<file path="src/inc/htwc_params.svh">
/*
 Constants of the holdover tuning word control block.
 Assumes inclusion by bare name from the package and design files.
*/
// How it works
// - Holdover replaces loop word with held word
// - Background accumulation of up to 65,000 samples; Y of 15 gives 65,536
// - Select averaged or last valid hold word
// - Manual exit resumes loop from held word
// - Auto exit follows first valid reference
// - Averager observes loop samples when enabled
// - Averager output feeds trace and holdover
// - Default mode passes samples unchanged
// - Average blocks of 2^(Y+1) samples
// - Two-stage pipeline, last stage used
// - Pipeline delay is one block period
// - Clip words to 48-bit upper/lower limits
// - Reset limits: half rate and zero
// - Mode bit: 0 manual pin, 1 automatic
// - Validation timer (2^(T+1)-1) sample periods
`ifndef HTWC_PARAMS_SVH
`define HTWC_PARAMS_SVH
`define HTWC_WORD_W 48
`define HTWC_SUM_W 65
`define HTWC_Y_W 4
`define HTWC_T_W 5
`define HTWC_UPPER_RST 48'h8000_0000_0000
`define HTWC_LOWER_RST 48'h0000_0000_0000
`define HTWC_MAX_SAMPLES 65000
`endif

</file>
<file path="src/inc/htwc_pkg.sv">
/*
 Types of the holdover tuning word control block.
 Assumes the constants header on the include path.
*/
`include "htwc_params.svh"
package htwc_pkg;
   typedef logic [`HTWC_WORD_W-1:0] htwc_word_t;
   typedef enum logic [1:0] {HTWC_REF_NONE, HTWC_REF_A, HTWC_REF_B} htwc_ref_e;
endpackage : htwc_pkg

</file>
<file path="src/inc/htwc_avg_if.sv">
/*
 Interface between top and averager: sample stream in, averages out.
 Assumes one clock shared by both ends.
*/
`timescale 1ns/1ns
`default_nettype none
`include "htwc_params.svh"
interface htwc_avg_if;
   import htwc_pkg::*;
   logic sample_valid;
   htwc_word_t sample;
   logic avg_en;
   logic [`HTWC_Y_W-1:0] y_sel;
   logic out_valid;
   htwc_word_t out_word;
   htwc_word_t hold_word;
   modport top (output sample_valid, sample, avg_en, y_sel,
      input out_valid, out_word, hold_word);
   modport avg (input sample_valid, sample, avg_en, y_sel,
      output out_valid, out_word, hold_word);
endinterface : htwc_avg_if
`default_nettype wire

</file>
<file path="src/rtl/htwc_top.sv">
/*
 Holdover tuning word control: loop/hold selection, averaging, clipping.
 Assumes loop filter samples and reference status come from CLK_IN logic;
 the holdover pin is asynchronous and is synchronised here.
*/
`timescale 1ns/1ns
`default_nettype none
`include "htwc_params.svh"
module htwc_top
   import htwc_pkg::*;
(
   input wire logic CLK_IN,
   input wire logic RST_IN,
   input wire logic SAMPLE_VALID_IN,
   input wire logic [`HTWC_WORD_W-1:0] SAMPLE_IN,
   input wire logic AVG_ENABLE_IN,
   input wire logic AVG_SELECT_IN,
   input wire logic [`HTWC_Y_W-1:0] AVG_Y_IN,
   input wire logic USE_AVERAGE_IN,
   input wire logic AUTO_HOLD_IN,
   input wire logic HOLDOVER_PIN_IN,
   input wire logic REFA_OK_IN,
   input wire logic REFB_OK_IN,
   input wire logic [`HTWC_T_W-1:0] VALID_T_IN,
   input wire logic LIMIT_WRITE_IN,
   input wire logic [`HTWC_WORD_W-1:0] UPPER_IN,
   input wire logic [`HTWC_WORD_W-1:0] LOWER_IN,
   output logic HOLDOVER_PIN_OUT,
   output logic HOLDOVER_PIN_OE_OUT,
   output logic [1:0] ACTIVE_REF_OUT,
   output logic WORD_VALID_OUT,
   output logic [`HTWC_WORD_W-1:0] FREQUENCY_TUNING_WORD_OUT,
   output logic [`HTWC_WORD_W-1:0] TRACE_OUT
);
   typedef struct packed {
      logic pin_s1;
      logic pin_s2;
      logic hold;
      htwc_ref_e ref_sel;
      logic [32:0] tmr_a;
      logic [32:0] tmr_b;
      htwc_word_t hold_word;
      htwc_word_t last_word;
      htwc_word_t upper;
      htwc_word_t lower;
      logic word_valid;
      htwc_word_t tune_word;
      htwc_word_t trace;
      logic oe;
   } htwc_top_s;
   htwc_top_s r, next_r;
   htwc_avg_if avg_bus();
   logic [32:0] t_len;
   logic a_ok, b_ok, hold_req;
   htwc_word_t raw, clip;

   // ------------------------------------------------------------
   // Averager
   // ------------------------------------------------------------
   assign avg_bus.sample_valid = SAMPLE_VALID_IN & AVG_ENABLE_IN;
   assign avg_bus.sample = SAMPLE_IN;
   assign avg_bus.avg_en = AVG_SELECT_IN;
   assign avg_bus.y_sel = AVG_Y_IN;
   htwc_averager u_avg (
      .clk_in(CLK_IN),
      .rst_in(RST_IN),
      .bus(avg_bus.avg)
   );

   // ------------------------------------------------------------
   // Control and datapath
   // ------------------------------------------------------------
   // Timer length (2^(T+1)-1) sample periods, counted on sample pulses
   always_comb
   begin
      next_r = r;
      t_len = (33'h0_0000_0002 << VALID_T_IN) - 33'h0_0000_0001;
      // Two flops before anything reads the asynchronous pin
      next_r.pin_s1 = HOLDOVER_PIN_IN;
      next_r.pin_s2 = r.pin_s1;
      // Pin direction follows the mode, registered like every output
      next_r.oe = AUTO_HOLD_IN;
      // Validation timers restart whenever the reference is bad
      if (!REFA_OK_IN)
         next_r.tmr_a = '0;
      else if (SAMPLE_VALID_IN && r.tmr_a < t_len)
         next_r.tmr_a = r.tmr_a + 33'h0_0000_0001;
      if (!REFB_OK_IN)
         next_r.tmr_b = '0;
      else if (SAMPLE_VALID_IN && r.tmr_b < t_len)
         next_r.tmr_b = r.tmr_b + 33'h0_0000_0001;
      a_ok = REFA_OK_IN && r.tmr_a >= t_len;
      b_ok = REFB_OK_IN && r.tmr_b >= t_len;
      // Auto mode holds only while neither reference is valid
      if (AUTO_HOLD_IN)
      begin
         if (r.ref_sel == HTWC_REF_A && a_ok)
            hold_req = 1'b0;
         else if (r.ref_sel == HTWC_REF_B && b_ok)
            hold_req = 1'b0;
         else
            hold_req = 1'b1;
         if (hold_req && a_ok)
         begin
            next_r.ref_sel = HTWC_REF_A;
            hold_req = 1'b0;
         end
         else if (hold_req && b_ok)
         begin
            next_r.ref_sel = HTWC_REF_B;
            hold_req = 1'b0;
         end
      end
      else
         hold_req = r.pin_s2;
      next_r.hold = hold_req;
      // Capture hold word on entry only
      if (hold_req && !r.hold)
         next_r.hold_word = USE_AVERAGE_IN ?
            avg_bus.hold_word : r.last_word;
      // Loop word, or static word while holding; exit resumes from it
      raw = hold_req ? next_r.hold_word : SAMPLE_IN;
      // With crossed limits, words above upper take upper and all others take lower, so a bad band stays bounded
      if (raw > r.upper)
         clip = r.upper;
      else if (raw < r.lower)
         clip = r.lower;
      else
         clip = raw;
      // Held word is re-applied every cycle of holdover
      next_r.word_valid = SAMPLE_VALID_IN || hold_req;
      if (SAMPLE_VALID_IN || hold_req)
         next_r.tune_word = clip;
      // Last valid word tracks loop words only, never the held one
      if (SAMPLE_VALID_IN && !hold_req)
         next_r.last_word = clip;
      // Trace shows every averager result, pass or block
      if (avg_bus.out_valid)
         next_r.trace = avg_bus.out_word;
      if (LIMIT_WRITE_IN)
      begin
         next_r.upper = UPPER_IN;
         next_r.lower = LOWER_IN;
      end
   end

   // State register; limits reset to half rate and zero
   always_ff @(posedge CLK_IN or posedge RST_IN)
   begin
      if (RST_IN)
      begin
         r <= '0;
         r.ref_sel <= HTWC_REF_A;
         r.upper <= `HTWC_UPPER_RST;
         r.lower <= `HTWC_LOWER_RST;
      end
      else
         r <= next_r;
   end

   // ------------------------------------------------------------
   // Outputs
   // ------------------------------------------------------------
   // Pin driven only in automatic mode
   assign HOLDOVER_PIN_OUT = r.hold;
   assign HOLDOVER_PIN_OE_OUT = r.oe;
   assign ACTIVE_REF_OUT = r.ref_sel;
   assign WORD_VALID_OUT = r.word_valid;
   assign FREQUENCY_TUNING_WORD_OUT = r.tune_word;
   assign TRACE_OUT = r.trace;

   // ------------------------------------------------------------
   // Elaboration checks
   // ------------------------------------------------------------
   // Block counter is 17 bits and timers 33; wider settings overflow
   if (`HTWC_Y_W > 4 || `HTWC_T_W > 5)
   begin : g_width_chk
      $error("setting width exceeds counter width");
   end

   // ------------------------------------------------------------
   // Assertions
   // ------------------------------------------------------------
   // Word never leaves the band it was clipped against while upper is not below lower
   clip_band_a: assert property (@(posedge CLK_IN)
      disable iff (RST_IN)
      r.word_valid && $past(r.upper >= r.lower)
      |-> r.tune_word <= $past(r.upper) && r.tune_word >= $past(r.lower))
      else $error("word outside limits");
   // Hold word steady while holding
   hold_steady_a: assert property (@(posedge CLK_IN)
      disable iff (RST_IN)
      r.hold && $past(r.hold) |-> $stable(r.hold_word))
      else $error("hold word changed");
   // Manual mode follows synchronised pin one cycle later
   manual_pin_a: assert property (@(posedge CLK_IN)
      disable iff (RST_IN)
      !AUTO_HOLD_IN ##1 !$past(AUTO_HOLD_IN) |-> r.hold == $past(r.pin_s2))
      else $error("manual hold mismatch");
   // Passthrough output equals the sample
   pass_thru_a: assert property (@(posedge CLK_IN)
      disable iff (RST_IN)
      SAMPLE_VALID_IN && AVG_ENABLE_IN && !AVG_SELECT_IN
      |=> avg_bus.out_valid && avg_bus.out_word == $past(SAMPLE_IN))
      else $error("passthrough wrong");
   // Entry captures the word of the selected source
   hold_entry_a: assert property (@(posedge CLK_IN)
      disable iff (RST_IN)
      r.hold && !$past(r.hold) |-> r.hold_word ==
         $past(USE_AVERAGE_IN ? avg_bus.hold_word : r.last_word))
      else $error("hold entry word wrong");
   // Synthesizer is fed every cycle of holdover
   hold_valid_a: assert property (@(posedge CLK_IN)
      disable iff (RST_IN)
      r.hold |-> r.word_valid)
      else $error("held word not applied");
   // Limits load as a pair on the write strobe
   limit_load_a: assert property (@(posedge CLK_IN)
      disable iff (RST_IN)
      LIMIT_WRITE_IN
      |=> r.upper == $past(UPPER_IN) && r.lower == $past(LOWER_IN))
      else $error("limit load wrong");
   // A bad reference A restarts its validation timer
   timer_clear_a: assert property (@(posedge CLK_IN)
      disable iff (RST_IN)
      !REFA_OK_IN |=> r.tmr_a == 33'h0_0000_0000)
      else $error("timer not restarted");
   // Trace takes each averager result one cycle later
   trace_follow_a: assert property (@(posedge CLK_IN)
      disable iff (RST_IN)
      avg_bus.out_valid |=> r.trace == $past(avg_bus.out_word))
      else $error("trace not updated");
endmodule : htwc_top
`default_nettype wire

</file>
<file path="src/rtl/htwc_averager.sv">
/*
 Sampler and averager with two-stage hold pipeline.
 Assumes samples arrive as one-cycle valid pulses on CLK_IN.
*/
`timescale 1ns/1ns
`default_nettype none
`include "htwc_params.svh"
module htwc_averager
   import htwc_pkg::*;
(
   input wire logic clk_in,
   input wire logic rst_in,
   htwc_avg_if.avg bus
);
   typedef struct packed {
      logic [`HTWC_SUM_W-1:0] sum;
      logic [16:0] cnt;
      logic out_valid;
      htwc_word_t out_word;
      htwc_word_t stage1;
      htwc_word_t stage2;
   } htwc_avg_s;
   htwc_avg_s r, next_r;
   logic [16:0] blk_len;
   logic [`HTWC_SUM_W-1:0] acc;
   logic [4:0] shamt;
   // ------------------------------------------------------------
   // Block accumulate
   // ------------------------------------------------------------
   // Block length 2^(Y+1); Y above 14 would exceed the sample ceiling
   always_comb
   begin
      next_r = r;
      blk_len = 17'h0_0002 << bus.y_sel;
      acc = r.sum + {{(`HTWC_SUM_W-`HTWC_WORD_W){1'b0}}, bus.sample};
      shamt = {1'b0, bus.y_sel} + 5'h01; // Five bits: Y of 15 shifts by 16
      next_r.out_valid = 1'b0;
      if (bus.sample_valid)
      begin
         if (!bus.avg_en)
         begin
            next_r.out_valid = 1'b1;
            next_r.out_word = bus.sample;
            next_r.stage1 = bus.sample;
            next_r.stage2 = r.stage1;
            next_r.sum = '0;
            next_r.cnt = '0;
         end
         else if (r.cnt + 17'h0_0001 >= blk_len)
         begin
            next_r.out_word = htwc_word_t'(acc >> shamt);
            next_r.out_valid = 1'b1;
            next_r.stage1 = htwc_word_t'(acc >> shamt);
            next_r.stage2 = r.stage1;
            next_r.sum = '0;
            next_r.cnt = '0;
         end
         else
         begin
            next_r.sum = acc;
            next_r.cnt = r.cnt + 17'h0_0001;
         end
      end
   end
   // State register
   always_ff @(posedge clk_in or posedge rst_in)
   begin
      if (rst_in)
         r <= '0;
      else
         r <= next_r;
   end
   assign bus.out_valid = r.out_valid;
   assign bus.out_word = r.out_word;
   assign bus.hold_word = r.stage2;
   // Stage two takes stage one on each completed block
   pipe_shift_a: assert property (@(posedge clk_in)
      disable iff (rst_in)
      r.out_valid |-> r.stage2 == $past(r.stage1))
      else $error("pipeline shift wrong");
endmodule : htwc_averager
`default_nettype wire

</file>
<file path="config.mk">
export PLATFORM = sky130hd
export DESIGN_NAME = htwc_top
export DESIGN_NICKNAME = d
export VERILOG_FILES = /design/src/inc/htwc_pkg.sv /design/src/inc/htwc_avg_if.sv /design/src/rtl/htwc_top.sv /design/src/rtl/htwc_averager.sv
export VERILOG_INCLUDE_DIRS = /design/src /design/src/inc
export SDC_FILE = /design/constraint.sdc
export NUM_CORES = 2
export LEC_CHECK = 0
export BUFFER_PORTS_ARGS = -buffer_cell sky130_fd_sc_hd__buf_4
export CAP_MARGIN = 20
export CORE_ASPECT_RATIO = 1.25
export CORE_UTILIZATION = 60
export DETAILED_ROUTE_END_ITERATION = 8
export MAX_ROUTING_LAYER = met4
export PLACE_DENSITY = 0.79
export SLEW_MARGIN = 20
export SYNTH_ARGS = -nofsm -noshare
export SYNTH_HDL_FRONTEND = slang
export SYNTH_SLANG_ARGS = --single-unit
export TNS_END_PERCENT = 100
</file>
<file path="constraint.sdc">
create_clock -name CLK_IN -period 45.1 [get_ports CLK_IN]
set_clock_uncertainty 0.2 [all_clocks]
set_input_delay 9.02 -clock CLK_IN [delete_from_list [all_inputs] [get_ports CLK_IN]]
set_output_delay 9.02 -clock CLK_IN [all_outputs]
set_load 0.005 [all_outputs]
</file>
==> results.sh <==
export IMPL_setup_total_negative_slack_ns=0
export IMPL_drive_gt1_share_pct=14.0
export IMPL_synth_edf_count=0
export IMPL_die_y_um=277
export IMPL_p_leak_uw=0.0190
export IMPL_slowest_delay_ns=0.65
export IMPL_reg2reg_slack_ns=37.50
export IMPL_clk_path_buf_depth=3
export IMPL_holdWs_ns=0.153
export IMPL_synth_warnings=0
export IMPL_path_delay_family="compound AO/OA/AOI/OAI gates"
export IMPL_ys_seq_area_share_pct=37.1
export IMPL_min_to="r[359]"
export IMPL_status="finished, final reports clean"
export IMPL_holdBufCountCts=0
export IMPL_grt_pass1_vias=31000
export IMPL_port_buffers=264
export IMPL_crit_path_end_kind="flip-flop"
export IMPL_nFillCells=4931
export IMPL_final_antenna_net_count=0
export IMPL_post_cts_resize_count=0
export IMPL_p_int_uw=1250
export IMPL_finalSetupViolCount=0
export IMPL_layout_commonest_cell="nand2_1"
export IMPL_slew_violations=0
export IMPL_synthArstFlopShare_pct=100
export IMPL_r2r_cells=23
export IMPL_regToRegEndpoint="r[207]"
export IMPL_finalPower_uw=2080
export IMPL_grt_usage_pct=38.9
export IMPL_ctsHtreeMaxLevel=2
export IMPL_rsz0062_at_grt="no"
export IMPL_grt_overflow_total=0
export IMPL_fin_ws_ns=27.42
export IMPL_p_clk_share_pct=23.4
export IMPL_cp_required_ns=45.45
export IMPL_dp_hpwl_um=87400
export IMPL_dp_slack_ns=26.99
export IMPL_drt_total_wl_um=117000
export IMPL_peakVddDrop_uv=42.4
export IMPL_power_frac_seq_pct=35.2
export IMPL_avgSynthCellArea_um2=8.74
export IMPL_initial_core_util_pct=60.9
export IMPL_finalCriticalPeriod_ns=17.68
export IMPL_pwr_density_cell_nw_per_um2=52.2
export IMPL_routabilityCongestion=1.03
export IMPL_antenna_found_initial=5
export IMPL_slowest_stage="ha_1"
export IMPL_ys_ff_latch=539
export IMPL_firstDrtPassIters=8
export IMPL_cts_buffers=56
export IMPL_grt_pass1_wl_um=181000
export IMPL_cap_violations=0
export IMPL_hold_path_class="flip-flop to flip-flop"
export IMPL_swShare_pct=39.9
export IMPL_min_path_cells=0
export IMPL_num_vias=32500
export IMPL_synth_flop_cell="dfrtp_1"
export IMPL_worst_slew_pin_slew_ns=1.18
export IMPL_wl_per_cell_um=23.6
export IMPL_die_area_um2=61600
export IMPL_area_delta_synth_final_pct=9.53
export IMPL_clockRootBuffer="clkbuf_16"
export IMPL_cts_setup_buffers=0
export IMPL_layout_common_cells="nand2_1, dfrtp_1, o21ai_0"
export IMPL_drc=0
export IMPL_syn_cell_area_um2=36400
export IMPL_worstHoldStart="next_r[359]"
export IMPL_viasPerCell=6.53
export IMPL_r2r_start="r[317]"
export IMPL_fmax_ghz=0.0566
export IMPL_ioPinCount=265
export IMPL_clk_latency_ns=0.64
export IMPL_ys_types=96
export IMPL_start_kind="primary input"
export IMPL_synthCells=4158
export IMPL_crit_buf_inv=5
export IMPL_post_route_period_util_pct=39.2
export IMPL_drtIter0Drc=3395
export IMPL_clk_pin_slew_worst_paths_ns=0.06
export IMPL_fp_row_count=100
export IMPL_crit_type="primary input to flip-flop"
export IMPL_grt_max_degree=169
export IMPL_layout_nets=4555
export IMPL_clkSinkCount=539
export IMPL_switching_power_uw=830
export IMPL_core_um2=59700
export IMPL_cts_tree="yes"
export IMPL_p_comb_share_pct=41.3
export IMPL_arrival_ns=18.03
export IMPL_hold_viol=0
export IMPL_dieWidth_um=222
export IMPL_slew_limit_headroom_pct=21.1
export IMPL_path_max_fanout=70
## worst max-delay path by stage
stage,start,to,slack (ns),cells after the start
after detailed placement,VALID_T_IN[4],r[218],26.99,32
after global placement,VALID_T_IN[4],r[199],27.09,32
after CTS,VALID_T_IN[4],r[196],27.56,32
after floorplan,RST_IN,ACTIVE_REF_OUT[1],20.82,1
final,VALID_T_IN[4],r[207],27.42,32
after global routing,VALID_T_IN[4],r[196],26.88,31
## through the flow
stage	utilization (%)	instance area, µm²	instances
2_1_floorplan	-	36400	4159
3_5_place_dp	63.5	37900	4874
3_3_place_gp	63.5	37900	4874
6_report	66.7	39800	4978
5_1_grt	66.7	39800	4978
4_1_cts	66.7	39800	4976
## routing by layer
metal / wire length (µm) / part of all wire (%) / track usage [%] / vias to the layer above
met4: 7090 / 6.0 / 20.4 / 0
met2: 54400 / 46 / 61.0 / 1596
met5: 0 / 0 / - / -
met3: 9860 / 8.4 / 6.16 / 409
met1: 46200 / 39 / 48.5 / 15600
li1: - / - / - / 14900
## synthesized netlist by cell type (76+ instances only)
cell type	count	area, µm²
mux2_2	136	1530
xnor2_1	86	753
nand2_1	646	2420
mux2i_1	122	1220
a221o_1	100	1000
dfrtp_1	537	13400
ha_1	223	2790
o21ai_0	303	1520
clkbuf_1	186	698
buf_4	102	766
nand3_1	94	470
and2_1	76	475
a21oi_1	262	1310
nor2_1	284	1070
inv_1	151	567
## power groups by stage
stage / clock network, µW / registers (µW) / logic, µW
detailed placement: 0 / 733 / 834
global route: 507 / 742 / 927
global placement: 0 / 731 / 817
finish: 487 / 732 / 858
CTS: 490 / 727 / 839
floorplan: 0 / 679 / 629
## cells by family after synthesis
| kind of cell | count (synthesis) | synth area share [%] |
|---|---|---|
| AND/OR/NAND/NOR | 1371 | 17.0 |
| AO/OA/AOI/OAI | 1117 | 20.5 |
| flip-flops | 539 | 37.1 |
| buffers and inverters | 506 | 6.44 |
| multiplexers | 263 | 7.86 |
| adder cells (fa/ha/maj) | 226 | 7.79 |
| XOR/XNOR | 135 | 3.25 |
| other | 1 | 0.0103 |
## flip-flops by register name (all words and copies together) (netlist names)
register                   flops
next_r                         1
TRACE_OUT                     48
r                            259
HOLDOVER_PIN_OE_OUT            1
ACTIVE_REF_OUT                 2
WORD_VALID_OUT                 1
u_avg.bus.out_valid            1
HOLDOVER_PIN_OUT               1
u_avg.r                      129
FREQUENCY_TUNING_WORD_OUT     48
u_avg.bus.hold_word           48
## worst register-to-register path, cell delays in order, from the launching register on
cell,delay (ns)
dfrtp_1,0.44
ha_1,0.33
a21o_1,0.16
a221o_1,0.33
a221oi_1,0.46
nand3_1,0.15
a21o_1,0.20
o2bb2ai_1,0.19
mux2i_4,0.20
buf_4,0.64
mux2_2,0.48
ha_1,0.30
a21o_1,0.16
a21o_1,0.17
a221o_1,0.39
a21oi_1,0.28
nand3_1,0.16
and3_1,0.19
o311ai_0,0.36
o21bai_1,0.20
nand3_1,0.21
nor2_4,0.63
buf_4,0.45
a221o_1,0.22
## area by class of cell
type	instances	area, µm²	area share, %
multi-input cells	3114	20600	51.7
clock inverters	26	269	0.676
flip-flops and latches	539	13500	33.9
well taps	765	957	2.40
diodes	2	5.00	0.0126
repair buffers	298	2250	5.66
clock buffers	76	1640	4.12
inverters	158	601	1.51
(Power assumes the default switching activity.)
